$ cat config.mk
export PLATFORM = sky130hd
export DESIGN_NAME = pstrg_channel
export DESIGN_NICKNAME = d
export VERILOG_FILES = /design/src/hdl/pstrg_pkg.sv /design/src/hdl/pstrg_interval.sv /design/src/hdl/pstrg_upbuf.sv /design/src/hdl/pstrg_channel.sv
export VERILOG_INCLUDE_DIRS = /design/src /design/src/hdl
export SDC_FILE = /design/constraint.sdc
export NUM_CORES = 1
export LEC_CHECK = 0
export ABC_AREA = 1
export BUFFER_PORTS_ARGS = -buffer_cell sky130_fd_sc_hd__buf_2
export CORE_MARGIN = 1.5
export CORE_UTILIZATION = 52
export DETAILED_ROUTE_END_ITERATION = 8
export HOLD_SLACK_MARGIN = 0.05
export MAX_ROUTING_LAYER = met4
export PLACE_DENSITY_LB_ADDON = 0.3
export SETUP_SLACK_MARGIN = 0.15
export SYNTH_ARGS = -nofsm -noshare
export SYNTH_HDL_FRONTEND = slang
export SYNTH_SLANG_ARGS = --single-unit
$ cat constraint.sdc
create_clock -name mclk_i -period 4.45 [get_ports mclk_i]
set_input_delay 0.445 -clock mclk_i [delete_from_list [all_inputs] [get_ports mclk_i]]
set_output_delay 0.445 -clock mclk_i [all_outputs]
set_load 0.05 [all_outputs]
$ cat src/hdl/pstrg_consts.svh
`ifndef PSTRG_CONSTS_SVH
`define PSTRG_CONSTS_SVH
`define PSTRG_BUF_BITS      64
`define PSTRG_CNT_W         7
`define PSTRG_IVL_W         16
`define PSTRG_DLY_W         16
`define PSTRG_CMD_RST_CH1   16'h00FF
`define PSTRG_CMD_RST_CH2   16'hFF00
`define PSTRG_SRC_RESET     3'h2
`endif

$ cat src/hdl/pstrg_pkg.sv
package pstrg_pkg;
  typedef enum logic [2:0] {
    PSTRG_SRC_SPI_DIRECT = 3'h0,
    PSTRG_SRC_SPI_BUF    = 3'h1,
    PSTRG_SRC_PIN_DIRECT = 3'h2,
    PSTRG_SRC_PIN_BUF    = 3'h3,
    PSTRG_SRC_TIMER      = 3'h4
  } pstrg_src_t;

  typedef enum logic [1:0] {
    PSTRG_PULSE_NONE  = 2'h0,
    PSTRG_PULSE_SHORT = 2'h1,
    PSTRG_PULSE_LONG  = 2'h2
  } pstrg_pulse_t;

  typedef struct packed {
    logic         valid;
    pstrg_pulse_t kind;
  } pstrg_trig_t;

  typedef struct packed {
    logic        wr;
    logic [63:0] data;
    logic [6:0]  len;
    logic        confirm;
  } pstrg_load_t;
endpackage

$ cat src/hdl/pstrg_interval.sv
`timescale 1ns/1ns
`include "pstrg_consts.svh"
module pstrg_interval
  import pstrg_pkg::*;
(
  input  wire logic                    mclk_i,
  input  wire logic                    rst_i,
  input  wire logic [`PSTRG_IVL_W-1:0] period_i,
  input  wire logic [`PSTRG_DLY_W-1:0] start_dly_i,
  input  wire logic                    run_i,
  input  wire logic                    req_i,
  output logic                         tick_o,
  output logic                         pass_o
);
  logic [`PSTRG_IVL_W-1:0] cnt_r;
  logic [`PSTRG_DLY_W-1:0] dly_r;
  logic                    run_q_r;
  // Start cycle counts as delay so the first tick is held off too
  wire                     starting = run_i && !run_q_r;
  wire                     in_dly  = run_i && (starting || (dly_r != '0));
  wire                     expired = (cnt_r == '0);
  wire                     fire    = run_i && !in_dly && expired;
  wire                     restart = fire || (!run_i && req_i && expired);
  // Timer reloads one less so ticks land exactly one period apart
  wire  [`PSTRG_IVL_W-1:0] reload  = (fire && (period_i != '0)) ? period_i - 1'b1 : period_i;

  // Interval counter doubling as request filter
  always_ff @(posedge mclk_i or posedge rst_i) begin
    if (rst_i) begin
      cnt_r   <= '0;
      dly_r   <= '0;
      run_q_r <= 1'b0;
      tick_o  <= 1'b0;
      pass_o  <= 1'b0;
    end else begin
      run_q_r <= run_i;
      if (starting) begin
        dly_r <= start_dly_i;
      end else if (in_dly) begin
        dly_r <= dly_r - 1'b1;
      end
      if (restart) begin
        cnt_r <= reload;
      end else if (!expired) begin
        cnt_r <= cnt_r - 1'b1;
      end
      tick_o <= fire;
      pass_o <= !run_i && req_i && expired;
    end
  end
endmodule

$ cat src/hdl/pstrg_upbuf.sv
`timescale 1ns/1ns
`include "pstrg_consts.svh"
module pstrg_upbuf
  import pstrg_pkg::*;
(
  input  wire logic        mclk_i,
  input  wire logic        rst_i,
  input  wire pstrg_load_t load_i,
  input  wire logic        clr_i,
  input  wire logic        shift_i,
  output logic             busy_o,
  output logic             bit_o,
  output logic             wr_reject_o
);
  logic [`PSTRG_BUF_BITS-1:0] sreg_r;
  logic [`PSTRG_CNT_W-1:0]    left_r;
  logic                       busy_r;
  wire                        wr_ok  = load_i.wr && !busy_r;
  wire                        last   = (left_r == 7'h01);
  wire                        do_sh  = shift_i && busy_r;

  always_ff @(posedge mclk_i or posedge rst_i) begin
    if (rst_i) begin
      sreg_r      <= '0;
      left_r      <= '0;
      busy_r      <= 1'b0;
      wr_reject_o <= 1'b0;
    end else begin
      wr_reject_o <= load_i.wr && busy_r;
      if (clr_i) begin
        sreg_r <= '0;
        left_r <= '0;
        busy_r <= 1'b0;
      end else if (wr_ok) begin
        sreg_r <= load_i.data;
        left_r <= load_i.len;
        busy_r <= load_i.confirm && (load_i.len != '0);
      end else if (do_sh) begin
        sreg_r <= {sreg_r[`PSTRG_BUF_BITS-2:0], 1'b0};
        left_r <= left_r - 1'b1;
        busy_r <= !last;
      end
    end
  end

  assign busy_o = busy_r;
  assign bit_o  = sreg_r[`PSTRG_BUF_BITS-1];
endmodule

$ cat src/hdl/pstrg_channel.sv
`timescale 1ns/1ns
`include "pstrg_consts.svh"
// What this block does
// - 64-bit upstream buffer loaded by microcontroller
// - Each sync request shifts out one bit
// - Sending starts only after confirm bit
// - Busy clears once confirmed bits sent
// - Write while busy discarded, fault set
// - Trigger command while busy ignored, fault set, in non-buffered modes
// - Command RST_CMD (0x00FF ch1, 0xFF00 ch2) resets buffer, ready
// - Tooth-gap: zero bit suppresses the pulse
// - Pulse-length: one bit gives long pulse
// - Buffer bits sent unaltered, no CRC
// - Five selectable trigger sources
// - SPI direct: command selects pulse type
// - Buffered SPI/pin: bit shapes pulse
// - Pin direct: tooth-gap from pin only
// - Timer mode: periodic pulses, buffer shaped
// - Reset source is pin without buffer
// - Buffered mode, no data: short pulse
// - Switch matrix picks internal or pins
// - Timer interval from interval register
// - Programmable delay before the first timer pulse
// - Interval filters SPI and pin triggers
// - Independent generator, own trigger pin
module pstrg_channel
  import pstrg_pkg::*;
#(
  parameter logic [15:0] RST_CMD = `PSTRG_CMD_RST_CH1
)
(
  input  wire logic                    mclk_i,
  input  wire logic                    rst_i,
  input  wire pstrg_load_t             load_i,
  input  wire logic                    cmd_wr_i,
  input  wire logic [15:0]             device_command_reg_i,
  input  wire logic                    src_wr_i,
  input  wire pstrg_src_t              src_i,
  input  wire logic                    matrix_ext_i,
  input  wire logic                    pulse_len_mode_i,
  input  wire logic [`PSTRG_IVL_W-1:0] pulse_interval_timer_reg_i,
  input  wire logic [`PSTRG_DLY_W-1:0] inter_channel_trigger_delay_i,
  input  wire logic                    spi_trig_i,
  input  wire pstrg_pulse_t            spi_kind_i,
  input  wire logic                    external_trigger_pin_i,
  input  wire logic                    fault_clr_i,
  output pstrg_trig_t                  trig_o,
  output logic                         upstream_busy_flag_o,
  output logic                         upstream_fault_flag_o,
  output pstrg_src_t                   src_o
);
  pstrg_src_t   src_r;
  pstrg_trig_t  trig_r;
  logic         busy_r;
  logic         fault_r;
  logic         pin_q_r;
  pstrg_pulse_t spi_kind_r;

  wire          buf_busy;
  wire          buf_bit;
  wire          wr_reject;
  wire          tick;
  wire          pass;

  function automatic pstrg_pulse_t shape(input logic busy, input logic b, input logic pl);
    if (!busy) begin
      shape = PSTRG_PULSE_SHORT;
    end else if (pl) begin
      shape = b ? PSTRG_PULSE_LONG : PSTRG_PULSE_SHORT;
    end else begin
      shape = b ? PSTRG_PULSE_SHORT : PSTRG_PULSE_NONE;
    end
  endfunction

  wire use_pins  = matrix_ext_i;
  wire is_timer  = (src_r == PSTRG_SRC_TIMER) && !use_pins;
  wire is_buf    = (src_r == PSTRG_SRC_SPI_BUF) || (src_r == PSTRG_SRC_PIN_BUF) || is_timer;
  wire is_spi    = (src_r == PSTRG_SRC_SPI_DIRECT) || (src_r == PSTRG_SRC_SPI_BUF);
  wire is_pin    = (src_r == PSTRG_SRC_PIN_DIRECT) || (src_r == PSTRG_SRC_PIN_BUF);
  wire pin_rise  = external_trigger_pin_i && !pin_q_r;
  wire spi_req   = spi_trig_i && is_spi && !use_pins;
  wire pin_req   = pin_rise && (is_pin || use_pins);
  wire busy_cmd  = spi_trig_i && busy_r && !is_buf;
  wire raw_req   = (spi_req || pin_req) && !busy_cmd;
  wire buf_req   = is_buf && ((is_timer && tick) || (!is_timer && pass));
  wire dir_req   = !is_buf && pass;
  wire clr_cmd   = cmd_wr_i && (device_command_reg_i == RST_CMD);
  wire shift_req = buf_req && busy_r;
  wire fault_set = wr_reject || busy_cmd;

  pstrg_trig_t trig_nxt;
  assign trig_nxt.valid = buf_req ? (shape(busy_r, buf_bit, pulse_len_mode_i) != PSTRG_PULSE_NONE)
                                  : dir_req;
  assign trig_nxt.kind  = buf_req ? shape(busy_r, buf_bit, pulse_len_mode_i)
                        : (src_r == PSTRG_SRC_SPI_DIRECT && !use_pins) ? spi_kind_r
                        : PSTRG_PULSE_SHORT;

  pstrg_upbuf u_buf (
    .mclk_i      (mclk_i),
    .rst_i       (rst_i),
    .load_i      (load_i),
    .clr_i       (clr_cmd),
    .shift_i     (shift_req),
    .busy_o      (buf_busy),
    .bit_o       (buf_bit),
    .wr_reject_o (wr_reject)
  );

  pstrg_interval u_ivl (
    .mclk_i      (mclk_i),
    .rst_i       (rst_i),
    .period_i    (pulse_interval_timer_reg_i),
    .start_dly_i (inter_channel_trigger_delay_i),
    .run_i       (is_timer),
    .req_i       (raw_req),
    .tick_o      (tick),
    .pass_o      (pass)
  );

  // Trigger source selection
  always_ff @(posedge mclk_i or posedge rst_i) begin
    if (rst_i) begin
      src_r <= pstrg_src_t'(`PSTRG_SRC_RESET);
    end else if (src_wr_i) begin
      src_r <= src_i;
    end
  end

  // Pulse type of the last accepted command
  always_ff @(posedge mclk_i or posedge rst_i) begin
    if (rst_i) begin
      spi_kind_r <= PSTRG_PULSE_SHORT;
    end else if (spi_req && !busy_cmd) begin
      spi_kind_r <= spi_kind_i;
    end
  end

  // Pin history for edge detection
  always_ff @(posedge mclk_i or posedge rst_i) begin
    if (rst_i) begin
      pin_q_r <= 1'b0;
    end else begin
      pin_q_r <= external_trigger_pin_i;
    end
  end

  // Trigger output stage
  always_ff @(posedge mclk_i or posedge rst_i) begin
    if (rst_i) begin
      trig_r <= '0;
    end else begin
      trig_r <= trig_nxt;
    end
  end

  // Busy flag copy
  always_ff @(posedge mclk_i or posedge rst_i) begin
    if (rst_i) begin
      busy_r <= 1'b0;
    end else begin
      busy_r <= buf_busy;
    end
  end

  // Sticky fault, set wins over clear
  always_ff @(posedge mclk_i or posedge rst_i) begin
    if (rst_i) begin
      fault_r <= 1'b0;
    end else if (fault_set) begin
      fault_r <= 1'b1;
    end else if (fault_clr_i) begin
      fault_r <= 1'b0;
    end
  end

  assign trig_o                = trig_r;
  assign upstream_busy_flag_o  = busy_r;
  assign upstream_fault_flag_o = fault_r;
  assign src_o                 = src_r;

  a_fault_sticky: assert property (@(posedge mclk_i) disable iff (rst_i)
    fault_set |=> upstream_fault_flag_o) else $error("fault not set");
  a_busy_trig_cmd: assert property (@(posedge mclk_i) disable iff (rst_i)
    busy_cmd |=> ##1 !trig_o.valid) else $error("busy trigger accepted");
  a_reset_clears: assert property (@(posedge mclk_i) disable iff (rst_i)
    clr_cmd |=> ##1 !upstream_busy_flag_o) else $error("buffer reset failed");
  a_gap_zero: assert property (@(posedge mclk_i) disable iff (rst_i)
    (buf_req && busy_r && !buf_bit && !pulse_len_mode_i) |=> !trig_o.valid)
    else $error("zero bit not suppressed");
  a_long_pulse: assert property (@(posedge mclk_i) disable iff (rst_i)
    (buf_req && busy_r && buf_bit && pulse_len_mode_i) |=> trig_o.kind == PSTRG_PULSE_LONG)
    else $error("long pulse missing");
  a_idle_short: assert property (@(posedge mclk_i) disable iff (rst_i)
    (buf_req && !busy_r) |=> trig_o.valid && trig_o.kind == PSTRG_PULSE_SHORT)
    else $error("no short pulse when idle");
  a_pin_short: assert property (@(posedge mclk_i) disable iff (rst_i)
    (dir_req && src_r == PSTRG_SRC_PIN_DIRECT) |=> trig_o.kind == PSTRG_PULSE_SHORT)
    else $error("pin direct not tooth gap");
  a_shift_busy: assert property (@(posedge mclk_i) disable iff (rst_i)
    $rose(upstream_busy_flag_o) |-> $past(load_i.wr, 2) && $past(load_i.confirm, 2))
    else $error("busy without confirm");
  a_trig_cause: assert property (@(posedge mclk_i) disable iff (rst_i)
    trig_o.valid |-> $past(buf_req) || $past(dir_req))
    else $error("trigger without cause");
  a_busy_done: assert property (@(posedge mclk_i) disable iff (rst_i)
    $fell(upstream_busy_flag_o) |-> $past(shift_req, 2) || $past(clr_cmd, 2))
    else $error("busy dropped early");
  a_write_busy: assert property (@(posedge mclk_i) disable iff (rst_i)
    (load_i.wr && buf_busy) |=> ##1 upstream_fault_flag_o)
    else $error("busy write not flagged");
  a_src_write: assert property (@(posedge mclk_i) disable iff (rst_i)
    src_wr_i |=> src_o == $past(src_i)) else $error("source not taken");
  a_spi_kind: assert property (@(posedge mclk_i) disable iff (rst_i)
    (dir_req && src_r == PSTRG_SRC_SPI_DIRECT && !use_pins) |=> trig_o.kind == $past(spi_kind_r))
    else $error("command pulse type lost");
  a_bit_pulse: assert property (@(posedge mclk_i) disable iff (rst_i)
    (buf_req && busy_r && buf_bit) |=> trig_o.valid)
    else $error("one bit gave no pulse");
  a_matrix_pins: assert property (@(posedge mclk_i) disable iff (rst_i)
    (use_pins && spi_trig_i && !pin_rise) |=> ##1 !trig_o.valid)
    else $error("command passed in pin mode");
  a_start_delay: assert property (@(posedge mclk_i) disable iff (rst_i)
    $rose(is_timer) |=> !tick) else $error("timer ignored start delay");
  a_filter_gap: assert property (@(posedge mclk_i) disable iff (rst_i)
    (pass && pulse_interval_timer_reg_i != '0) |=> !pass)
    else $error("request inside filter time");

  c_timer_pulse: cover property (@(posedge mclk_i) disable iff (rst_i) is_timer && tick);
  c_buf_done: cover property (@(posedge mclk_i) disable iff (rst_i)
    $fell(upstream_busy_flag_o));
  c_fault: cover property (@(posedge mclk_i) disable iff (rst_i) $rose(upstream_fault_flag_o));
  c_busy_refuse: cover property (@(posedge mclk_i) disable iff (rst_i) busy_cmd);
  c_long: cover property (@(posedge mclk_i) disable iff (rst_i)
    trig_o.valid && trig_o.kind == PSTRG_PULSE_LONG);
endmodule

# --- After elaboration in Yosys (flattened, before gate mapping) ---
# Cells that the tools add are included.
op_classes:
  addsub: 4
  eq_ne: 7
  mux: 23
  n_reduce_logical: 55
op_table:
  columns: ["op", "count"]
  rows:
  - ["2-to-1 mux 64 bit", 3]
  - ["2-to-1 mux 16 bit", 5]
  - ["subtractor 16 x 1 -> 16 bit, second input constant", 3]
  - ["nonzero test 16 bit", 2]
  - ["logical AND 1 bit", 27]
  - ["2-to-1 mux 7 bit", 3]
  - ["== test 16 x 8 -> 1 bit, second input constant", 1]
  - ["logical NOT 16 bit", 1]
  - ["logical OR 1 bit", 10]
  - ["2-to-1 mux 2 bit", 5]
  - ["logical NOT 1 bit", 9]
  - ["== test 7 x 1 -> 1 bit, second input constant", 1]
  - ["2-to-1 mux 1 bit", 7]
  - ["nonzero test 7 bit", 1]
  - ["subtractor 7 x 1 -> 7 bit, second input constant", 1]
  - ["== test 3 x 2 -> 1 bit, second input constant", 2]
  - ["nonzero test 2 bit", 3]
  - ["== test 3 x 1 -> 1 bit, second input constant", 1]
  - ["== test 3 bit, second input constant", 1]
  - ["logical NOT 3 bit", 1]
  - ["nonzero test 3 bit", 1]
  - ["!= test 2 bit, second input constant", 1]
totals:
  regBits: 119
  inputBits: 135
  out_inout_bits: 8
  wordCells: 105

# --- Longest topological paths before layout ---
depth:
  word_depth: 11
  ltp_mapped: 15
  mapped_depth_nobuf: 14

# --- By module ---
# Synthesis repeated with hierarchy kept, for this count alone.
hier_totals:
  hier_cells: 1112
  area_unflattened_um2: 7528.5
modules_own_cells:
  columns: ["module", "n_inst", "cells_each", "area_per_inst_um2"]
  rows:
  - ["pstrg_upbuf", 1, 571, 3848.7]
  - ["pstrg_interval", 1, 456, 3044.2]
  - ["pstrg_channel", 1, 85, 635.6]

# --- Worst setup path after synthesis ---
# OpenSTA, ideal clock, no wires.
synth_path:
  path_kind: "reg-to-reg"
  startpoint: "register src_r[2] (netlist: src_o[2])"
  endpoint: "register u_buf.sreg_r[49]"
  arrival_time_ps: 1873
  slack_ps: 2455
  stages_incl_launch_ff: 14
  n_path_buf: 2
  synth_period_minus_slack_ps: 1995
  cell_sequence: "dfrtp_1 inv_2 nor2_4 nand2_4 inv_4 nand2_2 nand2_2 nand3_2 nand2_4 inv_2 buf_6 buf_6 nand3_1 o21ai_2"
synth_via:
  elab_chain_cells: 9
  word_cells_on_any_way: 14
synth_rtl:
  columns: ["item", "line_no", "source"]
  rows:
  - ["start, declared", "pstrg_channel.sv:52", "pstrg_src_t src_r;"]
  - ["start signal, assigned", "pstrg_channel.sv:123", "src_r <= pstrg_src_t'(`PSTRG_SRC_RESET);"]
  - ["start signal, assigned", "pstrg_channel.sv:125", "src_r <= src_i;"]
  - ["== test 3 bit (*)", "pstrg_channel.sv:76", "wire is_timer = (src_r == PSTRG_SRC_TIMER) && !use_pins;"]
  - ["logical AND 1 bit (*)", "pstrg_channel.sv:76", null]
  - ["net is_timer", "pstrg_channel.sv:76", null]
  - ["logical NOT 1 bit", "pstrg_channel.sv:85", "wire buf_req = is_buf && ((is_timer && tick) || (!is_timer && pass));"]
  - ["logical AND 1 bit", "pstrg_channel.sv:85", null]
  - ["logical OR 1 bit", "pstrg_channel.sv:85", null]
  - ["logical AND 1 bit (*)", "pstrg_channel.sv:85", null]
  - ["logical AND 1 bit (*)", "pstrg_channel.sv:88", "wire shift_req = buf_req && busy_r;"]
  - ["logical AND 1 bit (*)", "pstrg_upbuf.sv:20", "wire do_sh = shift_i && busy_r;"]
  - ["nonzero test 3 bit (no line) (*)", null, null]
  - ["end signal, assigned", "pstrg_upbuf.sv:35", "sreg_r <= load_i.data;"]
  - ["end signal, assigned", "pstrg_upbuf.sv:39", "sreg_r <= {sreg_r[`PSTRG_BUF_BITS-2:0], 1'b0};"]
  - ["end, declared", "pstrg_upbuf.sv:15", "logic [`PSTRG_BUF_BITS-1:0] sreg_r;"]
# Mark *: on every way through the listed nets, which the timed path passes. The rest lies on a longest branch.
# A chain may end at the register's enable or synchronous reset.

# --- Worst setup path in the final report ---
layout_path:
  startpoint: "register u_buf.busy_r (netlist: u_buf.busy_o)"
  endpoint: "register u_buf.left_r[5]"
layout_via:
  elab_chain_cells: 4
  word_cells_on_any_way: 6
layout_rtl:
  columns: ["item", "line_no", "source"]
  rows:
  - ["start, declared", "pstrg_upbuf.sv:17", "logic busy_r;"]
  - ["start signal, assigned", "pstrg_upbuf.sv:37", "busy_r <= load_i.confirm && (load_i.len != '0);"]
  - ["start signal, assigned", "pstrg_upbuf.sv:41", "busy_r <= !last;"]
  - ["logical NOT 1 bit", "pstrg_upbuf.sv:18", "wire wr_ok = load_i.wr && !busy_r;"]
  - ["logical AND 1 bit", "pstrg_upbuf.sv:18", null]
  - ["2-to-1 mux 7 bit", "pstrg_upbuf.sv:34", "end else if (wr_ok) begin"]
  - ["2-to-1 mux 7 bit", "pstrg_upbuf.sv:30", "if (clr_i) begin"]
  - ["end signal, assigned", "pstrg_upbuf.sv:36", "left_r <= load_i.len;"]
  - ["end signal, assigned", "pstrg_upbuf.sv:40", "left_r <= left_r - 1'b1;"]
  - ["end, declared", "pstrg_upbuf.sv:16", "logic [`PSTRG_CNT_W-1:0] left_r;"]
# Several ways; a longest one is shown, not always the timed one.

==> metrics.md <==
| Metric | Value |
|---|---|
| Run status | `completed` |
| GR Overflow Total | `0` |
| Area grow syn2layout | `18.68%` |
| Initial antenna violation count | `3` |
| IO buf count | `142` |
| Final wirelength | `roughly 17000 um` |
| Clock power frac | `roughly 31%` |
| Critical path capture point type | `flop` |
| Cell internal pwr | `0.003006 W` |
| Number of synthesized flops with an enable pin | `0` |
| DR WL/cell | `~15 um` |
| Max-slew violations | `0` |
| Switching Share | `between 30% and 40%` |
| Post-synth top flop | `dfrtp_1` |
| Bufs on Longest Clock Path | `2` |
| Fin crit share | `between 50 and 60%` |
| Layout cell share with drive strength beyond 1 | `between 20% and 30%` |
| Most instantiated library cell after synthesis | `nand2_1` |
| Synthesized flop and latch total | `~120` |
| Die area | `between 10000 and 15000 um^2` |
| Placed Cells | `~1200` |
| Clock latency on the worst-skew pair | `420 ps` |
| Sequential element share of the synthesized area | `41.04%` |
| Synth top cells by count | `nand2_1 (148), dfrtp_1 (117), nand3_1 (105)` |
| Fin. Hold Viols | `0` |
| Pre-CTS setup slack | `~1900 ps` |
| PwrDens | `around 540 nW/um^2` |
| Reg power frac | `a little under two fifths` |
| Reg-to-reg startpoint | `u_buf.busy_o` |
| Worst min-delay path category | `input pin to flop` |
| Post-synthesis instance area | `around 7300 um^2` |
| Fraction of registers with async set/reset | `100.0%` |
| Synthesized net count | `just over 1000` |
| GPL Wtd Cong | `between 0.8 and 0.9` |
| Worst Path Class, Setup | `flop to flop` |
| I/O Pins | `143` |
| Fmax | `407.9 MHz` |
| Post-CTS Repair Setup Buffers | `0` |
| Clk slew on worst S/H paths | `approximately 60 ps` |
| Yosys cell types | `43` |
| Final cell count without fillers | `~1200` |
| Final-stage net count | `approximately 1100` |
| Cells after Synth | `approximately 870` |
| Cts hold-fix bufs | `0` |
| Setup TNS | `0 ps` |
| GRT Overall Usage | `approximately a quarter` |
| Chip Width | `between 100 and 150 um` |
| Worst EP arrival | `2780 ps` |
| Largest net degree at the start of global routing | `between 70 and 80` |
| Setup violations, final | `0` |
| # rows | `between 40 and 50` |
| Slew margin rel. | `23.88%` |
| Min-Delay Endpoint | `pin_q_r` |
| Initial DRC Count | `about 470` |
| Fillers | `roughly 1200` |
| Post-CTS Resized | `0` |
| CTS root buf | `clkbuf_16` |
| Final Skew | `8.093 ps` |
| Hold wc startpoint | `external_trigger_pin_i` |
| Via count | `6404` |
| Die H | `roughly 120 um` |
| First-pass GRT wire length | `28640 um` |
| Number of clock sinks | `roughly 120` |
| Post-layout util | `between 60 and 70%` |
| WP data required | `4780 ps` |
| Vias in the first global route | `about 6000` |
| Reg2reg path depth | `6` |
| Reg-to-Reg End | `u_buf.left_r[5]` |
| CTS buffer count | `17` |
| H-tree depth | `4` |
| Dpl hpwl | `11960 um` |
| Min-Delay Path Depth | `1` |
| Top-area cell type share of the netlist area | `between 40% and 50%` |
| Synth area leader | `dfrtp_1` |
| Drt pass-1 iters | `5` |
| Average instance area after synthesis | `8.357 um^2` |
| Switching power | `0.001613 W` |
| Synth top area cells | `dfrtp_1 (40%), mux2i_1 (8.8%), nand2_1 (7.6%)` |
| Max rail drop VDD | `a little under 0.3 mV` |
| Core ar. | `between 10000 and 15000 um^2` |
| Worst-margin pin slew | `between 1000 and 1500 ps` |
| Period minus WS final | `between 2000 and 2500 ps` |
| Leakage | `approximately 4.3 nW` |
| Fin worst setup slack | `approximately 2000 ps` |
| RSZ-0062 raised after global routing | `false` |
| Routed vias/inst | `approximately 5.4` |
| R2r setup slk | `about 2000 ps` |
| Combinational power share | `between 30% and 40%` |
| Crit path max fanout | `65` |
| Initial Util | `a little over half` |
| Setup crit start kind | `flop` |
| Max_cap viols | `0` |
| TritonCTS clock tree | `built` |
| Synth warnings | `0` |
| Drt drc | `0` |
| Post-route ant nets | `0` |
[metrics by stage]
step / cell area [um^2] / power, W / hold WS (ps)
floorplan: 7262 / 0.002891 / 412.5
global placement: 7988 / 0.003139 / 470.1
detailed placement: 7988 / 0.003186 / 466.3
CTS: 8611 / 0.004640 / 135.7
global route: 8618 / 0.004930 / 132.5
finish: 8618 / 0.004618 / 144.4
[area by class of cell]
cell class	count	area, um^2	area share, %
flip-flops and latches	119	2980	34.58
clock buffers	19	452.9	5.256
clock inverters	13	170.2	1.974
multi-input cells	643	3770	43.74
well taps	176	220.2	2.555
repair buffers	146	740.7	8.595
diodes	3	7.507	0.08711
inverters	71	276.5	3.208
[cells in the final DEF (no fill, tap or decap), drive strengths merged]
| cell | n |
|---|---|
| o211ai | 1 |
| nand3b | 3 |
| a21oi | 10 |
| o22ai | 11 |
| bufinv | 3 |
| nand3 | 113 |
| a31oi | 4 |
| xor2 | 21 |
| ha | 9 |
| nor4 | 2 |
| mux2 | 3 |
| dfstp | 2 |
| clkinv | 6 |
| nor3 | 6 |
| mux2i | 64 |
| and3 | 1 |
| diode | 3 |
| clkinvlp | 3 |
| nand2 | 159 |
| nand4 | 14 |
| a22oi | 1 |
| or2 | 3 |
| buf | 146 |
| o21ai | 109 |
| nor2 | 98 |
| a32oi | 1 |
| dfrtp | 117 |
| o31ai | 1 |
| xnor2 | 9 |
| clkbuf | 19 |
| inv | 72 |
[logic make-up (layout without fill, tap and decap cells)]
kind of cell               Yosys count  count (layout)  share of synthesized area, %
and+or+nand+nor                    399             399                         25.86
AOI/OAI and AO/OA                  138             138                         11.49
DFF                                119             119                         41.04
buffers and inverters              107             249                         7.150
muxes                               67              67                         9.287
xor gates and xnor gates            30              30                         3.618
adders and majority gates            9               9                         1.551
other                                0               3                             0
[power groups by stage]
stage | registers [W] | logic, W | clock network, W
floorplan | 0.00172 | 0.00118 | 0
global placement | 0.00174 | 0.00140 | 0
detailed placement | 0.00174 | 0.00144 | 0
CTS | 0.00174 | 0.00145 | 0.00145
global route | 0.00179 | 0.00162 | 0.00152
finish | 0.00175 | 0.00143 | 0.00144
[metal layers]
layer	vias up	GRT usage, %	wire length, um
met5	-	-	0
met3	20	6.532	1236
met1	2992	33.22	7655
li1	3182	-	-
met2	210	39.60	8211
met4	0	7.353	206
[critical path, cell delays in order (launching register included)]
cell and delay, ps:
dfrtp_1 410, inv_1 110, nand2_4 430, nand2_4 140, inv_2 830, nand2_4 210
o21ai_0 220
[state kept, by name, indices dropped and copies added (netlist names)]
signal / flops
pin_q_r: 1
spi_kind_r: 2
src_o: 3
trig_o: 3
u_buf.busy_o: 1
u_buf.left_r: 7
u_buf.sreg_r: 64
u_buf.wr_reject_o: 1
u_ivl.cnt_r: 16
u_ivl.dly_r: 16
u_ivl.pass_o: 1
u_ivl.run_q_r: 1
u_ivl.tick_o: 1
upstream_busy_flag_o: 1
upstream_fault_flag_o: 1
[worst max-delay path by stage]
| stage | from | to | slack, ps | depth (start not counted) |
|---|---|---|---|---|
| floorplan | rst_i | pin_q_r | 850 | 1 |
| global placement | load_i[72] | u_buf.left_r[2] | 1950 | 6 |
| detailed placement | load_i[72] | u_buf.left_r[5] | 1890 | 6 |
| CTS | u_buf.busy_o | u_buf.left_r[5] | 1930 | 6 |
| global route | u_buf.busy_o | u_buf.left_r[5] | 1760 | 6 |
| finish | u_buf.busy_o | u_buf.left_r[5] | 2000 | 6 |
(Power assumes the default switching activity.)
